$ cat config.mk
export PLATFORM = sky130hd
export DESIGN_NAME = rsc_regs
export DESIGN_NICKNAME = d
export VERILOG_FILES = /design/src/rsc_regs_pkg.sv /design/src/rsc_regs.sv
export VERILOG_INCLUDE_DIRS = /design/src
export SDC_FILE = /design/constraint.sdc
export NUM_CORES = 1
export LEC_CHECK = 0
export BUFFER_PORTS_ARGS = -buffer_cell sky130_fd_sc_hd__buf_2
export CAP_MARGIN = 20
export CORE_ASPECT_RATIO = 0.8
export CORE_MARGIN = 2
export CORE_UTILIZATION = 40
export DETAILED_ROUTE_END_ITERATION = 10
export PLACE_DENSITY = 0.73
export SETUP_SLACK_MARGIN = 0.05
export SYNTH_ARGS = -nofsm -noshare
export SYNTH_HDL_FRONTEND = slang
export SYNTH_SLANG_ARGS = --single-unit
$ cat constraint.sdc
create_clock -name clk_i -period 2.1 [get_ports clk_i]
set_clock_uncertainty 0.1 [all_clocks]
set_input_delay 0.21 -clock clk_i [delete_from_list [all_inputs] [get_ports clk_i]]
set_output_delay 0.21 -clock clk_i [all_outputs]
set_load 0.01 [all_outputs]
$ cat src/rsc_regs_map.svh
// register map, field positions, reset values for the status/command/mask
// slice; included by rsc_regs_pkg and the bench
`ifndef RSC_REGS_MAP_SVH
`define RSC_REGS_MAP_SVH

// register offsets
`define RSC_OFS_FLAG_FIRST   8'h01
`define RSC_OFS_FLAG_SECOND  8'h02
`define RSC_OFS_STATUS       8'h03
`define RSC_OFS_RESERVED     8'h04
`define RSC_OFS_ACTION       8'h05
`define RSC_OFS_MASK_FIRST   8'h06
`define RSC_OFS_MASK_SECOND  8'h07
`define RSC_OFS_CONFIG_ONE   8'h08

// status field positions
`define RSC_ST_TOO_FAST      7
`define RSC_ST_TOO_SLOW      6
`define RSC_ST_AUX_FULL      5
`define RSC_ST_CC            4
`define RSC_ST_MAIN_FULL     3
`define RSC_ST_GOOD          2

// action_trigger field positions
`define RSC_ACT_APPLY        1
`define RSC_ACT_ENABLE       0

// config_byte_one mask-all position
`define RSC_CFG_MASK_ALL     5

// implemented bits of the mask / flag pairs
`define RSC_USED_FIRST       8'hBD
`define RSC_USED_SECOND      8'h7F

// reset values
`define RSC_RST_MASK         8'h00
`define RSC_RST_FLAG         8'h00
`define RSC_RST_MASK_ALL     1'b1
`define RSC_RST_BYTE         8'h00

`endif

$ cat src/rsc_regs_pkg.sv
// types shared by the status/command/mask register slice
// assumes rsc_regs_map.svh sits in the same folder
package rsc_regs_pkg;
  `include "rsc_regs_map.svh"

  // one register byte
  typedef logic [7:0] rsc_byte_t;

  // status pin group, top bit first
  typedef logic [5:0] rsc_status_t;
endpackage : rsc_regs_pkg

$ cat src/rsc_regs.sv
// status, reserved, action trigger, mask registers plus the paired flags
// assumes a register port from the serial engine on clk_i, one access a
// cycle; status pins come from analog blocks and are synchronised here
// What this block does
// RULE_01: status read-only; bits 7,6 report sync-rate fault
// RULE_02: status bit 5 shows aux converter full duty
// RULE_03: status bit 4 shows constant-current regulation
// RULE_04: status bit 3 shows main converter full duty
// RULE_05: status bit 2 power good; bits 1,0 zero
// RULE_06: reserved address has no function, reads zero
// RULE_07: action register write triggers selected action
// RULE_08: bit 1 applies setpoint, always reads zero
// RULE_09: writing bit 0 starts main converter
// RULE_10: two read/write masks gate matching flag bits
// RULE_11: mask-all forces every mask bit to one
// RULE_12: first mask uses bits 7,5,4,3,2,0
// RULE_13: second mask uses bits 6 down to 0
// RULE_14: flags clear on read once cause gone
// RULE_15: mask-all resets to one
// RULE_16: interrupt raised for any unmasked set flag
`timescale 1ns/1ps
module rsc_regs
  import rsc_regs_pkg::*;
(
  input  wire logic      clk_i,                     // 200 MHz core clock
  input  wire logic      nrst_i,                    // async reset, low
  input  wire rsc_byte_t reg_addr_i,                // register offset
  input  wire logic      reg_wr_i,                  // write strobe
  input  wire rsc_byte_t reg_wdata_i,               // write data
  input  wire logic      reg_rd_i,                  // read strobe
  output rsc_byte_t      reg_rdata_o,               // read data, next cycle
  input  wire logic      sync_rate_too_fast_i,      // pin, async
  input  wire logic      sync_rate_too_slow_i,      // pin, async
  input  wire logic      aux_full_duty_i,           // pin, async
  input  wire logic      constant_current_active_i, // pin, async
  input  wire logic      main_full_duty_i,          // pin, async
  input  wire logic      main_output_good_i,        // pin, async
  input  wire rsc_byte_t event_first_i,             // flag causes, level
  input  wire rsc_byte_t event_second_i,            // flag causes, level
  output logic           apply_setpoint_strobe_o,   // one-cycle pulse
  output logic           main_enable_strobe_o,      // one-cycle pulse
  output logic           irq_o                      // interrupt, level
);

  // two-stage synchroniser for the status pins
  rsc_status_t st_meta_reg;                  // first stage, read by 2nd only
  rsc_status_t st_sync_reg;                  // second stage, safe to use
  rsc_status_t st_pins;                      // raw pin bundle

  // register state
  rsc_byte_t   mask_first_reg;               // first mask
  rsc_byte_t   mask_first_next;
  rsc_byte_t   mask_second_reg;              // second mask
  rsc_byte_t   mask_second_next;
  logic        mask_all_reg;                 // global mask-all
  logic        mask_all_next;
  rsc_byte_t   flag_first_reg;               // first event flags
  rsc_byte_t   flag_first_next;
  rsc_byte_t   flag_second_reg;              // second event flags
  rsc_byte_t   flag_second_next;
  rsc_byte_t   rdata_next;
  logic        apply_next;
  logic        enable_next;
  logic        irq_next;
  rsc_byte_t   eff_first;                    // effective masks
  rsc_byte_t   eff_second;
  logic        wr_action;                    // decoded write and read helpers
  logic        rd_first;
  logic        rd_second;

  assign st_pins = {sync_rate_too_fast_i, sync_rate_too_slow_i,
                    aux_full_duty_i, constant_current_active_i,
                    main_full_duty_i, main_output_good_i};

  // synchroniser flops, nothing else looks at the first stage
  always_ff @(posedge clk_i or negedge nrst_i)
  begin
    if (!nrst_i)
    begin
      st_meta_reg <= '0;
      st_sync_reg <= '0;
    end
    else
    begin
      st_meta_reg <= st_pins;
      st_sync_reg <= st_meta_reg;
    end
  end

  // next-state logic for masks, flags, strobes, read data, interrupt
  always_comb
  begin
    mask_first_next  = mask_first_reg;
    mask_second_next = mask_second_reg;
    mask_all_next    = mask_all_reg;
    apply_next       = 1'b0;
    enable_next      = 1'b0;
    rdata_next       = `RSC_RST_BYTE;
    wr_action        = reg_wr_i && (reg_addr_i == `RSC_OFS_ACTION);
    rd_first         = reg_rd_i && (reg_addr_i == `RSC_OFS_FLAG_FIRST);
    rd_second        = reg_rd_i && (reg_addr_i == `RSC_OFS_FLAG_SECOND);

    // writes; status and reserved ignore them
    if (reg_wr_i && reg_addr_i == `RSC_OFS_MASK_FIRST)
    begin
      mask_first_next = reg_wdata_i & `RSC_USED_FIRST;   // [RULE_10] [RULE_12]
    end
    else if (reg_wr_i && reg_addr_i == `RSC_OFS_MASK_SECOND)
    begin
      mask_second_next = reg_wdata_i & `RSC_USED_SECOND; // [RULE_10] [RULE_13]
    end
    else if (reg_wr_i && reg_addr_i == `RSC_OFS_CONFIG_ONE)
    begin
      mask_all_next = reg_wdata_i[`RSC_CFG_MASK_ALL];    // [RULE_15]
    end
    else if (wr_action)
    begin
      // a write is the trigger; bits above 1 do nothing
      apply_next  = reg_wdata_i[`RSC_ACT_APPLY];         // [RULE_07] [RULE_08]
      enable_next = reg_wdata_i[`RSC_ACT_ENABLE];        // [RULE_09]
    end

    // flags: a live cause always wins over the read clear
    flag_first_next  = (flag_first_reg &
                        ~(rd_first ? ~event_first_i : 8'h00)) |
                       event_first_i;                    // [RULE_14]
    flag_second_next = (flag_second_reg &
                        ~(rd_second ? ~event_second_i : 8'h00)) |
                       event_second_i;                   // [RULE_14]
    flag_first_next  = flag_first_next & `RSC_USED_FIRST;
    flag_second_next = flag_second_next & `RSC_USED_SECOND;

    // reads
    if (rd_first)
    begin
      rdata_next = flag_first_reg;
    end
    else if (rd_second)
    begin
      rdata_next = flag_second_reg;
    end
    else if (reg_rd_i && reg_addr_i == `RSC_OFS_STATUS)
    begin
      // fault, duty, mode, good bits [RULE_01] [RULE_02] [RULE_03] [RULE_04]
      rdata_next = {st_sync_reg, 2'b00};   // [RULE_05]
    end
    else if (reg_rd_i && reg_addr_i == `RSC_OFS_MASK_FIRST)
    begin
      rdata_next = mask_first_reg;
    end
    else if (reg_rd_i && reg_addr_i == `RSC_OFS_MASK_SECOND)
    begin
      rdata_next = mask_second_reg;
    end
    else if (reg_rd_i && reg_addr_i == `RSC_OFS_CONFIG_ONE)
    begin
      rdata_next = 8'h00;
      rdata_next[`RSC_CFG_MASK_ALL] = mask_all_reg;
    end
    else if (reg_rd_i)
    begin
      // reserved, action and unmapped all read zero
      rdata_next = `RSC_RST_BYTE;          // [RULE_06] [RULE_08]
    end
    else
    begin
      rdata_next = reg_rdata_o;            // hold last answer
    end

    // effective masks; mask-all overrides the stored values
    eff_first  = mask_all_reg ? 8'hFF : mask_first_reg;   // [RULE_11]
    eff_second = mask_all_reg ? 8'hFF : mask_second_reg;  // [RULE_11]
    irq_next   = |(flag_first_reg & ~eff_first) |
                 |(flag_second_reg & ~eff_second);        // [RULE_16]
  end

  // state registers only
  always_ff @(posedge clk_i or negedge nrst_i)
  begin
    if (!nrst_i)
    begin
      mask_first_reg          <= `RSC_RST_MASK;
      mask_second_reg         <= `RSC_RST_MASK;
      mask_all_reg            <= `RSC_RST_MASK_ALL;   // [RULE_15]
      flag_first_reg          <= `RSC_RST_FLAG;
      flag_second_reg         <= `RSC_RST_FLAG;
      reg_rdata_o             <= `RSC_RST_BYTE;
      apply_setpoint_strobe_o <= 1'b0;
      main_enable_strobe_o    <= 1'b0;
      irq_o                   <= 1'b0;
    end
    else
    begin
      mask_first_reg          <= mask_first_next;
      mask_second_reg         <= mask_second_next;
      mask_all_reg            <= mask_all_next;
      flag_first_reg          <= flag_first_next;
      flag_second_reg         <= flag_second_next;
      reg_rdata_o             <= rdata_next;
      apply_setpoint_strobe_o <= apply_next;
      main_enable_strobe_o    <= enable_next;
      irq_o                   <= irq_next;
    end
  end
endmodule : rsc_regs

Word-level counts from Yosys, hierarchy flattened
Index checks and enable logic that the tools add are counted.
{"block": "word_totals", "register_bits": 50, "in_bits": 42, "out_inout_bits": 11, "elab_cells": 67}
{"block": "op_classes", "n_eq_ne": 7, "mux": 19, "bitwise_logic": 15, "reduce_logical": 15}
{"cell": "$mux 8", "count": 10}
{"cell": "$not 8->8", "count": 4}
{"cell": "$eq 8x3->1 const B", "count": 3}
{"cell": "$and 8x8->8", "count": 2}
{"cell": "$eq 8x2->1 const B", "count": 2}
{"cell": "$reduce_or 8->1", "count": 2}
{"cell": "$not 7->7", "count": 2}
{"cell": "$logic_and 1x1->1", "count": 10}
{"cell": "$and 7x8->8", "count": 1}
{"cell": "$eq 8x1->1 const B", "count": 1}
{"cell": "$eq 8x4->1 const B", "count": 1}
{"cell": "$mux 1", "count": 8}
{"cell": "$or 8x8->8", "count": 1}
{"cell": "$and 7x7->7", "count": 1}
{"cell": "$mux 7", "count": 1}
{"cell": "$or 7x7->7", "count": 1}
{"cell": "$reduce_bool 7->1", "count": 1}
{"cell": "$reduce_and 3->1", "count": 1}
{"cell": "$not 1->1", "count": 2}
{"cell": "$reduce_and 2->1", "count": 1}
{"cell": "$or 1x1->1", "count": 1}

Logic depth before layout (Yosys ltp)
{"block": "logic_depth", "word_depth": 8, "depth_mapped": 5, "mapped_depth_nobuf": 4}

Worst setup path before layout
Ideal clock, no wire load.
{"block": "synth_timing", "kind": "input -> register", "start": "input reg_addr_i[5]", "end": "register mask_second_reg[0]", "setup_time_ps": 125, "t_arrival_ps": 1392, "required_time_ps": 1875, "setup_slack_ps": 483, "path_stages": 5, "path_buffers": 1, "path_cell_list": "nor4_1 -> and3_1 -> and3_1 -> buf_6 -> mux2_2"}
{"block": "synth_via", "elab_chain_len": 4, "word_cells_on_any_way": 6, "cone_classes": "eq/ne (2); bitwise (1); reduce/logical (3)"}
{"item": "start, declared", "line_no": "rsc_regs.sv:27", "rtl": "input wire rsc_byte_t reg_addr_i,"}
{"item": "$eq 8x3->1 (no line)"}
{"item": "$logic_and 1x1->1 (no line)"}
{"item": "$not 1->1 (no line)"}
{"item": "$reduce_and 2->1 (no line) *"}
{"item": "end signal, assigned", "line_no": "rsc_regs.sv:183", "rtl": "mask_second_reg <= `RSC_RST_MASK;"}
{"item": "end signal, assigned", "line_no": "rsc_regs.sv:195", "rtl": "mask_second_reg <= mask_second_next;"}
{"item": "end, declared", "line_no": "rsc_regs.sv:53", "rtl": "rsc_byte_t mask_second_reg;"}
Mark *: on every way between the ends. The rest lies on a longest branch, timed or not.
A chain may end at the register's enable or synchronous reset.

Final worst setup path
{"block": "layout_timing", "start": "input reg_addr_i[5]", "end": "register mask_first_reg[5]"}
{"block": "layout_via", "elab_chain_len": 2}
{"item": "$eq 8x3->1 (no line)"}
{"item": "$logic_and 1x1->1 (no line)"}
{"item": "end signal, assigned", "line_no": "rsc_regs.sv:182", "rtl": "mask_first_reg <= `RSC_RST_MASK;"}
{"item": "end signal, assigned", "line_no": "rsc_regs.sv:194", "rtl": "mask_first_reg <= mask_first_next;"}
{"item": "end, declared", "line_no": "rsc_regs.sv:51", "rtl": "rsc_byte_t mask_first_reg;"}
Every way passes these cells.

==> run_summary.xml <==
<?xml version="1.0" encoding="UTF-8"?>
<metrics>
  <group name="clocking">
    <metric name="tritoncts_clock_tree" unit="">done</metric>
    <metric name="cts.htree.levels" unit="">2</metric>
    <metric name="cts.repair_timing.setup_buffer_count" unit="">0</metric>
    <metric name="clkTransAtPathRegs" unit="ns">0.09</metric>
    <metric name="numCtsBuffers" unit="">5</metric>
    <metric name="cts.sink_count" unit="">50</metric>
    <metric name="hold_buffers" unit="">20</metric>
    <metric name="cts.repair.resized" unit="">0</metric>
    <metric name="clkLatencyLatePin" unit="ns">0.31</metric>
    <metric name="clockRootBuffer" unit="">sky130_fd_sc_hd__clkbuf_8</metric>
    <metric name="cts-root-to-sink-buffers" unit="">2</metric>
  </group>
  <group name="grt">
    <metric name="grt_util_all_layers" unit="">0.178</metric>
    <metric name="gr-total-overflow" unit="">0</metric>
    <metric name="grt_max_degree" unit="">21</metric>
    <metric name="number_of_global_route_vias_before_repair" unit="">1732</metric>
    <metric name="antenna_found_initial" unit="">0</metric>
    <metric name="grt_pass1_wl" unit="um">8290</metric>
  </group>
  <group name="layout">
    <metric name="areaGrowthSynthToFinish" unit="%">30.4</metric>
    <metric name="stdcell_area" unit="um2">2820</metric>
    <metric name="num_antenna_cells" unit="">0</metric>
    <metric name="final_cells" unit="">317</metric>
    <metric name="drive_above_1_share" unit="">0.373</metric>
    <metric name="fill_cells" unit="">440</metric>
    <metric name="number_of_flip_flops_under_the_largest_register_name" unit="">8</metric>
    <metric name="num-nets-final" unit="">296</metric>
  </group>
  <group name="floorplan">
    <metric name="dieArea" unit="um2">6010</metric>
    <metric name="die_w" unit="um">86.2</metric>
    <metric name="die_h" unit="um">69.7</metric>
    <metric name="start_util" unit="">0.424</metric>
    <metric name="io_pins" unit="">53</metric>
    <metric name="rows" unit="">23</metric>
    <metric name="fp.coreArea" unit="um2">5090</metric>
  </group>
  <group name="timing">
    <metric name="post-route-period-util" unit="">0.764</metric>
    <metric name="unrepaired_setup_endpoints_after_global_routing" unit="">no</metric>
    <metric name="slew_headroom" unit="">0.732</metric>
    <metric name="timing_hold_violations_final" unit="">0</metric>
    <metric name="timing_max_transition_violations_final" unit="">0</metric>
    <metric name="setup-tns-final" unit="ns">0</metric>
    <metric name="final.min_clock_period" unit="ns">1.60</metric>
    <metric name="worst_slew_pin_slew" unit="ns">0.399</metric>
    <metric name="timing.hold.ws" unit="ns">0.0279</metric>
    <metric name="finalSetupViolations" unit="">0</metric>
    <metric name="max_clock_freq" unit="MHz">623</metric>
  </group>
  <group name="critical_path">
    <metric name="worst_ep_arrival_time" unit="ns">1.70</metric>
    <metric name="crit_chain" unit="">buf_2, nor4_1, buf_4, and3_1, and2_1, mux2_2</metric>
    <metric name="required" unit="ns">2.20</metric>
    <metric name="setup.worst_path.end" unit="">mask_first_reg[5]</metric>
    <metric name="crit_buf_inv" unit="">2</metric>
    <metric name="ff2ff_setup_slack" unit="ns">0.82</metric>
    <metric name="critical_path_class" unit="">input pin to flop</metric>
    <metric name="crit_path_max_fanout" unit="">6</metric>
    <metric name="r2r.worst_path.cells" unit="">3</metric>
    <metric name="timing.critical_path.from_type" unit="">input pin</metric>
    <metric name="crit_family" unit="">simple AND/OR/NAND/NOR gates</metric>
    <metric name="crit_path_end_kind" unit="">flop</metric>
    <metric name="r2r-end" unit="">reg_rdata_o[5]</metric>
    <metric name="r2r_start" unit="">mask_all_reg</metric>
    <metric name="critical_path.slowest_cell" unit="">sky130_fd_sc_hd__mux2_2</metric>
    <metric name="critPathLaunch" unit="">reg_addr_i[5]</metric>
    <metric name="critical-path-max-stage-delay" unit="ns">0.38</metric>
    <metric name="stages_on_worst_setup_path" unit="">6</metric>
  </group>
  <group name="pwr">
    <metric name="irDropWorstVdd" unit="mV">0.424</metric>
    <metric name="static-leakage-power" unit="nW">1.36</metric>
    <metric name="power.density_cell_area" unit="nW/um2">666</metric>
  </group>
  <group name="route">
    <metric name="antenna_left" unit="">0</metric>
    <metric name="dr_vias_cell" unit="">5.38</metric>
    <metric name="wl" unit="um">5100</metric>
    <metric name="drcViolationCount" unit="">0</metric>
    <metric name="dr.pass1.iters" unit="">5</metric>
    <metric name="post_drt_wl_per_cell" unit="um">16.1</metric>
    <metric name="drt-initial-drc-count" unit="">65</metric>
    <metric name="route.vias.total" unit="">1705</metric>
  </group>
  <group name="synthesis">
    <metric name="synth-edff-count" unit="">0</metric>
    <metric name="syn-instance-count" unit="">176</metric>
    <metric name="synthMostInstantiatedCell" unit="">sky130_fd_sc_hd__dfrtp_1</metric>
    <metric name="post_synth.cell_area_avg" unit="um2">12.3</metric>
    <metric name="yosysTopAreaCell" unit="">sky130_fd_sc_hd__dfrtp_1</metric>
    <metric name="netlist_area" unit="um2">2160</metric>
    <metric name="synth.top_cell.area_share" unit="">0.567</metric>
    <metric name="netlist-cell-type-count" unit="">43</metric>
    <metric name="synth_fp_nets" unit="">218</metric>
    <metric name="synth.cells.most_frequent" unit="">sky130_fd_sc_hd__dfrtp_1, sky130_fd_sc_hd__inv_1, sky130_fd_sc_hd__mux2_2</metric>
    <metric name="async_flop_share" unit="">1.00</metric>
    <metric name="synth-warning-count" unit="">0</metric>
    <metric name="synthFlopType" unit="">sky130_fd_sc_hd__dfrtp_1</metric>
    <metric name="part_of_the_yosys_area_used_for_sequential_elements" unit="">0.580</metric>
    <metric name="synth.area.top_cells" unit="">sky130_fd_sc_hd__dfrtp_1, sky130_fd_sc_hd__mux2_2, sky130_fd_sc_hd__a21o_2</metric>
    <metric name="number_of_synthesized_register_bits" unit="">50</metric>
  </group>
  <group name="run_status">
    <metric name="outcome" unit="">finished, final reports clean</metric>
  </group>
  <group name="placed_design">
    <metric name="globalplace.congestion" unit="">0.844</metric>
    <metric name="placedInstanceArea" unit="um2">2500</metric>
    <metric name="dpl.cell_count" unit="">289</metric>
    <metric name="dp.final_hpwl" unit="um">3660</metric>
    <metric name="buffer_ports.inserted" unit="">49</metric>
  </group>
  <group name="worst_hold_path">
    <metric name="worst_hold_path_class" unit="">input pin to flop</metric>
  </group>
  <group name="flow_run">
    <metric name="cap_viol_max_count" unit="">0</metric>
  </group>
</metrics>
## metrics by stage
step,power [W],setup slack (ns),util
detailed placement,0.00117,0.187,0.492
floorplan,0.00108,0.483,-
global route,0.00197,0.359,0.553
global placement,0.00117,0.198,0.492
CTS,0.00189,0.504,0.553
finish,0.00188,0.496,0.553
## power breakdown
part / switching, W / internal [W]
combinational: 0.0000854 / 0.0000904
sequential: 0.0000141 / 0.000990
clock: 0.000339 / 0.000357
total: 0.000438 / 0.00144
## worst register-to-register path: stages, from the launching register on
cell	delay, ns
sky130_fd_sc_hd__dfstp_2	0.56
sky130_fd_sc_hd__nor4bb_1	0.27
sky130_fd_sc_hd__a221oi_1	0.11
sky130_fd_sc_hd__o21ai_0	0.17
## cell usage in the layout (no fill, tap or decap), types with 2 or more instances in the layout
| cell type | count |
|---|---|
| sky130_fd_sc_hd__a21o_1 | 6 |
| sky130_fd_sc_hd__a21o_2 | 7 |
| sky130_fd_sc_hd__a21oi_1 | 2 |
| sky130_fd_sc_hd__a221oi_1 | 2 |
| sky130_fd_sc_hd__a22oi_1 | 4 |
| sky130_fd_sc_hd__and3_1 | 4 |
| sky130_fd_sc_hd__buf_2 | 49 |
| sky130_fd_sc_hd__buf_4 | 7 |
| sky130_fd_sc_hd__clkbuf_8 | 5 |
| sky130_fd_sc_hd__dfrtp_1 | 49 |
| sky130_fd_sc_hd__dlygate4sd3_1 | 20 |
| sky130_fd_sc_hd__inv_1 | 15 |
| sky130_fd_sc_hd__mux2_2 | 15 |
| sky130_fd_sc_hd__mux2_4 | 2 |
| sky130_fd_sc_hd__mux2i_1 | 6 |
| sky130_fd_sc_hd__nand2_1 | 12 |
| sky130_fd_sc_hd__nand2_2 | 2 |
| sky130_fd_sc_hd__nand2b_1 | 3 |
| sky130_fd_sc_hd__nand3_1 | 3 |
| sky130_fd_sc_hd__nor2_1 | 4 |
| sky130_fd_sc_hd__nor2b_1 | 2 |
| sky130_fd_sc_hd__o21ai_0 | 4 |
| sky130_fd_sc_hd__o22ai_1 | 7 |
| sky130_fd_sc_hd__o2bb2ai_1 | 4 |
## final cells by class
| type | instances | area (um2) | share of cell area |
|---|---|---|---|
| clock buffer | 5 | 68.8 | 0.0244 |
| sequential | 50 | 1250 | 0.444 |
| inverter | 15 | 56.3 | 0.0200 |
| timing repair buffer | 76 | 498 | 0.177 |
| clock inverter | 3 | 43.8 | 0.0155 |
| tap | 62 | 77.6 | 0.0275 |
| multi-input combinational | 106 | 821 | 0.291 |
## logic make-up (layout without fill, tap and decap cells)
| kind of cell | count (synthesis) | count (layout) | synth area share |
|---|---|---|---|
| AO/OA/AOI/OAI | 41 | 41 | 0.142 |
| buffers and inverters | 20 | 99 | 0.0405 |
| flip-flops | 50 | 50 | 0.580 |
| multiplexers | 23 | 23 | 0.120 |
| AND/OR/NAND/NOR | 42 | 42 | 0.118 |
## metal layers
metal	GRT usage	routed length [um]	share of wire
met3	0.0393	389	0.076
met2	0.270	2280	0.45
met1	0.251	2360	0.46
met5	0	0	0
met4	0.0677	75	0.015
## worst min path at each step
stage	to	startpoint	cells past startpoint
detailed placement	main_enable_strobe_o	nrst_i	1
CTS	mask_first_reg[7]	reg_wdata_i[7]	2
floorplan	apply_setpoint_strobe_o	nrst_i	0
finish	mask_first_reg[7]	reg_wdata_i[7]	2
global placement	mask_second_reg[6]	nrst_i	1
global route	mask_first_reg[7]	reg_wdata_i[7]	2
No activity file was read; power rests on OpenSTA's default activity.
